$ cat src/design/rbb_pkg.sv
// package of constants and carrier types for the byte bus port
package rbb_pkg;
  // register address and data widths
  localparam int unsigned ADDR_W = 5;
  localparam int unsigned DATA_W = 8;
  // number of implemented register locations
  localparam int unsigned NUM_REGS = 17;
  // location index of the update control register
  localparam logic [4:0] ADDR_CTRL = 5'h0F;
  // location index of the power control register
  localparam logic [4:0] ADDR_PWR = 5'h10;
  // bit of the control register that enables user copy transfers
  localparam int unsigned TE_BIT = 7;
  // bit of the power control register that holds the power-on request
  localparam int unsigned PWR_BIT = 0;
  // reset value of the transfer enable bit
  localparam logic CTRL_TE_RST = 1'b1;
  // number of timekeeping locations; only the seconds location is double buffered
  localparam int unsigned NUM_TK = 8;
  // recovery time after power returns, in ns
  localparam int unsigned REC_NS = 150000;
  // clock period in ns
  localparam int unsigned CLK_NS = 10;
  // recovery count in cycles, least time rounded up
  localparam int unsigned REC_CYC = (REC_NS + CLK_NS - 1) / CLK_NS;
  // counter width for the recovery count
  localparam int unsigned REC_W = 20;
  // idle value of an all-zero byte
  localparam logic [7:0] BYTE_ZERO = 8'h00;

  // host strobes and address as seen by the port
  typedef struct packed {
    logic cs_n;
    logic oe_n;
    logic we_n;
    logic [4:0] reg_addr;
  } rbb_bus_t;

  // event inputs that may raise the control outputs
  typedef struct packed {
    logic tod_alarm;
    logic wd_timeout;
    logic kick;
  } rbb_evt_t;

  // port access mode
  typedef enum logic [2:0] {
    MODE_DESEL = 3'b001,
    MODE_READ = 3'b010,
    MODE_WRITE = 3'b100
  } rbb_mode_t;
endpackage : rbb_pkg

$ cat src/design/rbb_regmem.sv
// small register memory with registered read data
`timescale 1ns/100ps
`default_nettype none
module rbb_regmem (
  // clock and reset
  input wire logic clock_i,
  input wire logic rst_n_i,
  // write port
  input wire logic wr_en_i,
  input wire logic [4:0] wr_addr_i,
  input wire logic [7:0] wr_data_i,
  // read port
  input wire logic [4:0] rd_addr_i,
  output logic [7:0] rd_data_o
);
  // storage for the implemented locations
  logic [7:0] mem_q [rbb_pkg::NUM_REGS];
  // address range checks
  wire wr_ok = wr_addr_i < 5'(rbb_pkg::NUM_REGS);
  wire rd_ok = rd_addr_i < 5'(rbb_pkg::NUM_REGS);

  // write path, unmapped locations ignored
  always_ff @(posedge clock_i) begin
    if (wr_en_i && wr_ok) begin
      mem_q[wr_addr_i] <= wr_data_i;
    end
  end

  // registered read, unmapped locations read zero
  always_ff @(posedge clock_i or negedge rst_n_i) begin
    if (!rst_n_i) begin
      rd_data_o <= rbb_pkg::BYTE_ZERO;
    end else if (rd_ok) begin
      rd_data_o <= mem_q[rd_addr_i];
    end else begin
      rd_data_o <= rbb_pkg::BYTE_ZERO;
    end
  end
endmodule : rbb_regmem
`default_nettype wire

$ cat src/design/rbb_port.sv
// byte-wide host port of the clock/calendar with power-fail gating
`timescale 1ns/100ps
`default_nettype none
module rbb_port (
  // clock and reset
  input wire logic clock_i,
  input wire logic rst_n_i,
  // host bus strobes and address
  input wire rbb_pkg::rbb_bus_t bus_i,
  // data bus pins
  input wire logic [7:0] data_bus_i,
  output logic [7:0] data_bus_o,
  output logic data_bus_oe_o,
  // external memory enable
  input wire logic sram_enable_in_n_i,
  output logic sram_enable_out_n_o,
  // power and event inputs
  input wire logic power_fail_trip_i,
  input wire logic kickstart_in_n_i,
  input wire rbb_pkg::rbb_evt_t evt_i,
  // event routing selections
  input wire logic evt_to_irq_i,
  input wire logic evt_to_rst_i,
  // timekeeping tick from the timebase
  input wire logic tick_i,
  // control outputs, open drain, enable high means pull low
  output logic irq_oe_o,
  output logic rst_oe_o,
  output logic power_on_out_n_oe_o,
  // user copy of the seconds location for inspection
  output logic [7:0] time_user_o
);
  // synchronised reset chain
  logic rst_s1_q;
  logic rst_s2_q;
  // reset release through two flops
  // assertion reaches every flop with a reset at once, release waits two edges
  always_ff @(posedge clock_i or negedge rst_n_i) begin
    if (!rst_n_i) begin
      rst_s1_q <= 1'b0;
      rst_s2_q <= 1'b0;
    end else begin
      rst_s1_q <= 1'b1;
      rst_s2_q <= rst_s1_q;
    end
  end
  wire rst_n = rst_s2_q;

  // power fail synchroniser, first flop read only by the second
  logic pf_s1_q;
  logic pf_q;
  always_ff @(posedge clock_i or negedge rst_n) begin
    if (!rst_n) begin
      pf_s1_q <= 1'b1;
      pf_q <= 1'b1;
    end else begin
      pf_s1_q <= power_fail_trip_i;
      pf_q <= pf_s1_q;
    end
  end

  // recovery counter for the reset output
  logic [rbb_pkg::REC_W-1:0] rec_q;
  logic [rbb_pkg::REC_W-1:0] rec_d;
  wire rec_done = (rec_q == rbb_pkg::REC_W'(rbb_pkg::REC_CYC));
  assign rec_d = pf_q ? '0 : (rec_done ? rec_q : rec_q + 1'b1);
  always_ff @(posedge clock_i or negedge rst_n) begin
    if (!rst_n) begin
      rec_q <= '0;
    end else begin
      rec_q <= rec_d;
    end
  end

  // reset output held while failed or recovering
  // the event reset below joins it, and both refuse the host
  wire por_active = pf_q || !rec_done;

  // event-driven reset request, cleared while the power-on reset holds
  logic evt_rst_q;
  wire any_evt = evt_i.tod_alarm || evt_i.wd_timeout || evt_i.kick;
  wire reset_out = por_active || evt_rst_q;
  wire access_ok = !pf_q && !reset_out;

  // strobe decode
  // deselect unless chip select low
  wire sel = access_ok && !bus_i.cs_n;
  wire wr_act = sel && !bus_i.we_n;
  wire rd_act = sel && !bus_i.oe_n && bus_i.we_n;
  wire addr_ok = bus_i.reg_addr < 5'(rbb_pkg::NUM_REGS);
  // one-hot mode word, write takes priority over read
  wire rbb_pkg::rbb_mode_t mode = wr_act ? rbb_pkg::MODE_WRITE :
    (rd_act ? rbb_pkg::MODE_READ : rbb_pkg::MODE_DESEL);

  // write cycle tracking
  // data is re-latched on every write edge, so the last sampled byte wins
  logic wr_act_q;
  logic [4:0] wr_addr_q;
  logic [7:0] wr_data_q;
  // data committed at end of cycle
  wire wr_end = wr_act_q && !wr_act;
  always_ff @(posedge clock_i or negedge rst_n) begin
    if (!rst_n) begin
      wr_act_q <= 1'b0;
      wr_addr_q <= '0;
      wr_data_q <= rbb_pkg::BYTE_ZERO;
    end else begin
      wr_act_q <= wr_act;
      // latch address and host data during cycle
      if (wr_act) begin
        wr_addr_q <= bus_i.reg_addr;
        wr_data_q <= data_bus_i;
      end
    end
  end

  // write commits into storage at cycle end
  // a write cut short by power fail or reset is dropped
  wire commit = wr_end && access_ok;
  wire commit_ctrl = commit && (wr_addr_q == rbb_pkg::ADDR_CTRL);
  wire commit_pwr = commit && (wr_addr_q == rbb_pkg::ADDR_PWR);

  // transfer enable flag
  logic te_q;
  always_ff @(posedge clock_i or negedge rst_n) begin
    if (!rst_n) begin
      te_q <= rbb_pkg::CTRL_TE_RST;
    end else if (commit_ctrl) begin
      te_q <= wr_data_q[rbb_pkg::TE_BIT];
    end
  end

  // internal and user copies of seconds counter
  logic [7:0] time_int_q;
  logic [7:0] time_user_q;
  // a host write lands in both copies, so a later transfer keeps it
  wire user_wr_time = commit && (wr_addr_q == '0);
  always_ff @(posedge clock_i or negedge rst_n) begin
    if (!rst_n) begin
      time_int_q <= rbb_pkg::BYTE_ZERO;
    end else if (user_wr_time) begin
      time_int_q <= wr_data_q;
    end else if (tick_i) begin
      time_int_q <= time_int_q + 8'h01;
    end
  end
  // user copy loads from the internal copy only while enabled
  always_ff @(posedge clock_i or negedge rst_n) begin
    if (!rst_n) begin
      time_user_q <= rbb_pkg::BYTE_ZERO;
    end else if (user_wr_time) begin
      time_user_q <= wr_data_q;
    end else if (te_q) begin
      time_user_q <= time_int_q;
    end
  end
  assign time_user_o = time_user_q;

  // power-on request latch
  logic pwr_on_q;
  wire pwr_set = !kickstart_in_n_i || evt_i.tod_alarm;
  always_ff @(posedge clock_i or negedge rst_n) begin
    if (!rst_n) begin
      pwr_on_q <= 1'b0;
    end else if (pwr_set) begin
      pwr_on_q <= 1'b1;
    end else if (commit_pwr && !wr_data_q[rbb_pkg::PWR_BIT]) begin
      pwr_on_q <= 1'b0;
    end
  end

  // event reset latch, cleared only while the power-on reset holds
  // set wins, so an event in the same cycle is not lost
  always_ff @(posedge clock_i or negedge rst_n) begin
    if (!rst_n) begin
      evt_rst_q <= 1'b0;
    end else if (any_evt && evt_to_rst_i) begin
      evt_rst_q <= 1'b1;
    end else if (por_active) begin
      evt_rst_q <= 1'b0;
    end
  end

  // interrupt latch, cleared by write to control register
  // set wins over a same-cycle clear so no event is lost
  logic irq_q;
  always_ff @(posedge clock_i or negedge rst_n) begin
    if (!rst_n) begin
      irq_q <= 1'b0;
    end else if (any_evt && evt_to_irq_i) begin
      irq_q <= 1'b1;
    end else if (commit_ctrl) begin
      irq_q <= 1'b0;
    end
  end

  // register memory holds the general locations
  logic [7:0] mem_rd;
  rbb_regmem u_mem (
    .clock_i(clock_i),
    .rst_n_i(rst_n),
    .wr_en_i(commit),
    .wr_addr_i(wr_addr_q),
    .wr_data_i(wr_data_q),
    .rd_addr_i(bus_i.reg_addr),
    .rd_data_o(mem_rd)
  );

  // read data selection, live copies over stored bytes
  // the registered address keeps the selection in step with memory data
  logic [4:0] rd_addr_q;
  always_ff @(posedge clock_i or negedge rst_n) begin
    if (!rst_n) begin
      rd_addr_q <= '0;
    end else begin
      rd_addr_q <= bus_i.reg_addr;
    end
  end
  wire [7:0] ctrl_rd = {te_q, 7'h00};
  wire [7:0] pwr_rd = {7'h00, pwr_on_q};
  wire [7:0] rd_mux = (rd_addr_q == '0) ? time_user_q :
    (rd_addr_q == rbb_pkg::ADDR_CTRL) ? ctrl_rd :
    (rd_addr_q == rbb_pkg::ADDR_PWR) ? pwr_rd : mem_rd;
  // address change marks data indeterminate for a cycle, shown as zero
  wire addr_stable = (rd_addr_q == bus_i.reg_addr);

  // write enable low stops the drive
  wire oe_d = (mode == rbb_pkg::MODE_READ) && addr_ok;
  // the zero stands for the indeterminate window after an address move
  wire [7:0] dout_d = addr_stable ? rd_mux : rbb_pkg::BYTE_ZERO;

  // registered data pins, released while not reading
  always_ff @(posedge clock_i or negedge rst_n) begin
    if (!rst_n) begin
      data_bus_o <= rbb_pkg::BYTE_ZERO;
      data_bus_oe_o <= 1'b0;
    end else begin
      data_bus_o <= dout_d;
      data_bus_oe_o <= oe_d;
    end
  end

  // external memory enable, inactive while the synchronised power fail input is high
  // forced high on fail; follows input otherwise
  always_ff @(posedge clock_i or negedge rst_n) begin
    if (!rst_n) begin
      sram_enable_out_n_o <= 1'b1;
    end else begin
      sram_enable_out_n_o <= pf_q | sram_enable_in_n_i;
    end
  end

  // open-drain control pulls, the reset pull starts asserted
  always_ff @(posedge clock_i or negedge rst_n) begin
    if (!rst_n) begin
      irq_oe_o <= 1'b0;
      rst_oe_o <= 1'b1;
      power_on_out_n_oe_o <= 1'b0;
    end else begin
      irq_oe_o <= irq_q;
      rst_oe_o <= reset_out;
      power_on_out_n_oe_o <= pwr_on_q;
    end
  end
endmodule : rbb_port
`default_nettype wire

$ cat config.mk
export PLATFORM = sky130hd
export DESIGN_NAME = rbb_port
export DESIGN_NICKNAME = d
export VERILOG_FILES = /design/src/design/rbb_pkg.sv /design/src/design/rbb_regmem.sv /design/src/design/rbb_port.sv
export SDC_FILE = /design/constraint.sdc
export NUM_CORES = 1
export LEC_CHECK = 0
export ABC_AREA = 1
export BUFFER_PORTS_ARGS = -buffer_cell sky130_fd_sc_hd__buf_2
export CAP_MARGIN = 10
export CORE_MARGIN = 5
export CORE_UTILIZATION = 60
export DETAILED_ROUTE_END_ITERATION = 10
export PLACE_DENSITY = 0.78
export SLEW_MARGIN = 15
export SYNTH_ARGS = -nofsm -noshare
export SYNTH_HDL_FRONTEND = slang
export SYNTH_SLANG_ARGS = --single-unit
$ cat constraint.sdc
create_clock -name clock_i -period 3.8 [get_ports clock_i]
set_clock_uncertainty 0.15 [all_clocks]
set_input_delay 0.76 -clock clock_i [delete_from_list [all_inputs] [get_ports clock_i]]
set_output_delay 0.76 -clock clock_i [all_outputs]
set_load 0.005 [all_outputs]
==> results.yml <==
placed_design:
  dpl.hpwl_um: 13200
  io_buffers: 47
  pre_cts_slack_ns: 0.823
  dp_cells: 1072
  gp_congestion: 0.895
  place_area_mm2: 0.00970
yosys:
  async_flop_share: 0.382
  yosys_warnings: 0
  synth_seq_area_share: 0.664
  synthCells: 862
  ys_types: 46
  synth_most_common_cell: "edfxtp_1"
  ys_ff_latch: 220
  ys.flop_type: "edfxtp_1"
  netlist_area_mm2: 0.00933
  yosysTopAreaCell: "edfxtp_1"
  synth-edff-count: 136
  synth_commonest_cells: "136 x edfxtp_1, 127 x nor2_1, 103 x nand2_1"
  synth_area_leaders: "edfxtp_1 44%, dfrtp_1 21%, nor2_1 5.1%, o21ai_0 5.0%, nand2_1 4.1%"
  synth_top_cell_area_share: 0.438
  synth_nets: 892
  synth.avg_cell_area_um2: 10.8
critical_path:
  worstPathBufferInverterCount: 2
  slowest_stage: "nor3_1"
  crit_fanout: 8
  end_kind: "register"
  worstPathRequired_ns: 3.77
  worstSetupPathType: "register to register"
  cp.arrival_ns: 2.93
  start_kind: "register"
  critPathMaxStageDelay_ns: 0.79
  crit_family: "simple AND/OR/NAND/NOR gates"
  cp_cell_sequence: "inv_1 -> ha_1 -> inv_1 -> nor2_1 -> nand2_1 -> nor2_4 -> nand4_2 -> nor2_4 -> nand3_2 -> nor3_1"
die:
  rows: 45
  ios: 48
  die_w_um: 135
  die_area_mm2: 0.0181
  coreArea_mm2: 0.0152
  start_util: 0.613
  dieHeight_um: 135
worst_hold_path:
  worstHoldPathType: "register to register"
finish:
  design_area_mm2: 0.0105
  nets: 940
  multi_input_area_mm2: 0.00270
  drive_gt1_frac: 0.132
  diodes: 0
  synthToLayoutAreaGrowth_pct: 12.2
  register_area_mm2: 0.00620
  final_cells: 1114
  n_fill_cell: 1089
clocking:
  cts.sinks: 220
  numCtsBuffers: 23
  clockRootBuffer: "clkbuf_16"
  ctsHtreeMaxLevel: 1
  worstSkewPairLatency_ns: 0.50
  cts_tree: "done"
  clk_pin_slew_ns: 0.06
  cts_max_path_buffers: 3
drt:
  dr.pass1.iters: 6
  ant_nets: 0
  viasPerCell: 6.00
  drtIter0Drc: 677
  vias: 6685
  wl_per_cell_um: 18.6
  drt-total-wl_um: 20800
  route.detailed.drc: 0
grt:
  grt_usage: 0.234
  grt_pass1_vias: 6455
  antenna_found_initial: 0
  grt_pass1_wl_um: 33700
  globalRouteOverflowTotal: 0
  grt_start_max_net_pins: 67
sta:
  finalMaxSlewViolations: 0
  relSlewSlack: 0.252
  tightest_slew_ns: 1.12
  max_freq_mhz: 338
  finalSetupTns_ns: 0
  hold_violations: 0
  rsz0062_at_grt: "false"
  holdWs_ns: 0.203
  finalSetupViolations: 0
  setup_slack_ns: 0.841
  post-route-min-period_ns: 2.96
  finalCritPeriodShare: 0.779
power_and_ir_drop:
  internal_power_uw: 3980
  powerDensity_mw_per_mm2: 487
  clkPwrFrac: 0.429
  p_comb_frac: 0.054
  power.leakage_uw: 0.00443
  switchingPower_uw: 1120
  seq_power_share: 0.517
  p_sw_frac: 0.219
  max-vdd-ir-drop_mv: 0.316
job:
  drv_cap: 0
outcome:
  outcome: "completed"
## cells by family after synthesis
family          share of synthesized area
buf+inv                            0.0464
other cells                      0.000402
fa+ha+maj                         0.00403
simple gates                        0.171
xor+xnor                          0.00657
flops                               0.664
compound gates                      0.107
## stage by stage
step | utilization | total power, uW
floorplan | - | 2860
global placement | 0.638 | 2940
global route | 0.688 | 5270
CTS | 0.688 | 5120
finish | 0.688 | 5100
detailed placement | 0.638 | 2960
## what timing repair did
item / 4_1_cts / 5_1_grt
hold endpoints to repair: 2 / 0
gates resized for setup: 0 / 0
buffers inserted: 0 / 0
hold buffers: 1 / 0
## layout by cell type (no fill, tap or decap), drive strengths merged, types with 2 or more instances in the layout
cell type  Yosys  layout
edfxtp       136     136
nor2         134     134
nand2        105     105
o21ai         97      97
dfrtp         79      79
inv           67      67
nand3         60      60
buf           16      55
clkbuf        17      36
a21oi         28      28
o22ai         25      25
nand4         20      20
nor3          15      15
a31oi         10      10
clkinv         5      10
o221ai         8       8
xor2           6       6
a32oi          6       6
or2            5       5
dfstp          5       5
nor3b          3       3
ha             3       3
nor4           2       2
a211oi         2       2
nand3b         2       2
## state kept, by name, indices dropped and copies added (netlist names)
register	count
u_mem.mem_q	136
rec_q	20
data_bus_o	8
time_int_q	8
time_user_o	8
u_mem.rd_data_o	8
wr_data_q	8
rd_addr_q	5
wr_addr_q	5
data_bus_oe_o	1
evt_rst_q	1
irq_oe_o	1
irq_q	1
pf_q	1
pf_s1_q	1
power_on_out_n_oe_o	1
pwr_on_q	1
rst_n	1
rst_oe_o	1
rst_s1_q	1
sram_enable_out_n_o	1
te_q	1
wr_act_q	1
## worst reg2reg max path, stage by stage, from the launching register on
cell	delay [ns]
dfrtp_1	0.42
inv_1	0.08
ha_1	0.17
inv_1	0.04
nor2_1	0.12
nand2_1	0.11
nor2_4	0.14
nand4_2	0.16
nor2_4	0.24
nand3_2	0.15
nor3_1	0.79
## cell type report
cell class,count,share of cell area
clock inverters,5,0.00263
inverters,72,0.0259
clock buffers,36,0.0695
repair buffers,56,0.0292
flip-flops and latches,220,0.592
multi-input cells,537,0.258
well taps,188,0.0225
## per-layer routing
| metal | track usage | wire length [um] |
|---|---|---|
| met1 | 0.339 | 8930 |
| met2 | 0.365 | 9570 |
| met3 | 0.0440 | 1770 |
| met4 | 0.0724 | 496 |
| met5 | 0 | 0 |
## power groups by stage
stage / combinational (uW) / sequential (uW) / clock (uW)
after floorplan: 198 / 2670 / 0
after global placement: 265 / 2680 / 0
after detailed placement: 273 / 2680 / 0
after CTS: 276 / 2640 / 2210
after global routing: 317 / 2650 / 2310
final: 276 / 2630 / 2190
## final timing paths
path	endpoint	start	slack (ns)	cells past startpoint
max	u_mem.mem_q[2][0]	rec_q[0]	0.84	10
min	rst_n	rst_s1_q	0.20	0
max reg2reg	u_mem.mem_q[2][0]	rec_q[0]	0.84	10
min reg2reg	rst_n	rst_s1_q	0.20	0
max in group asynchronous	te_q	rst_n	2.36	1
min in group asynchronous	wr_data_q[6]	rst_n	0.25	0
Note: power is estimated with default switching activity, not from simulation.
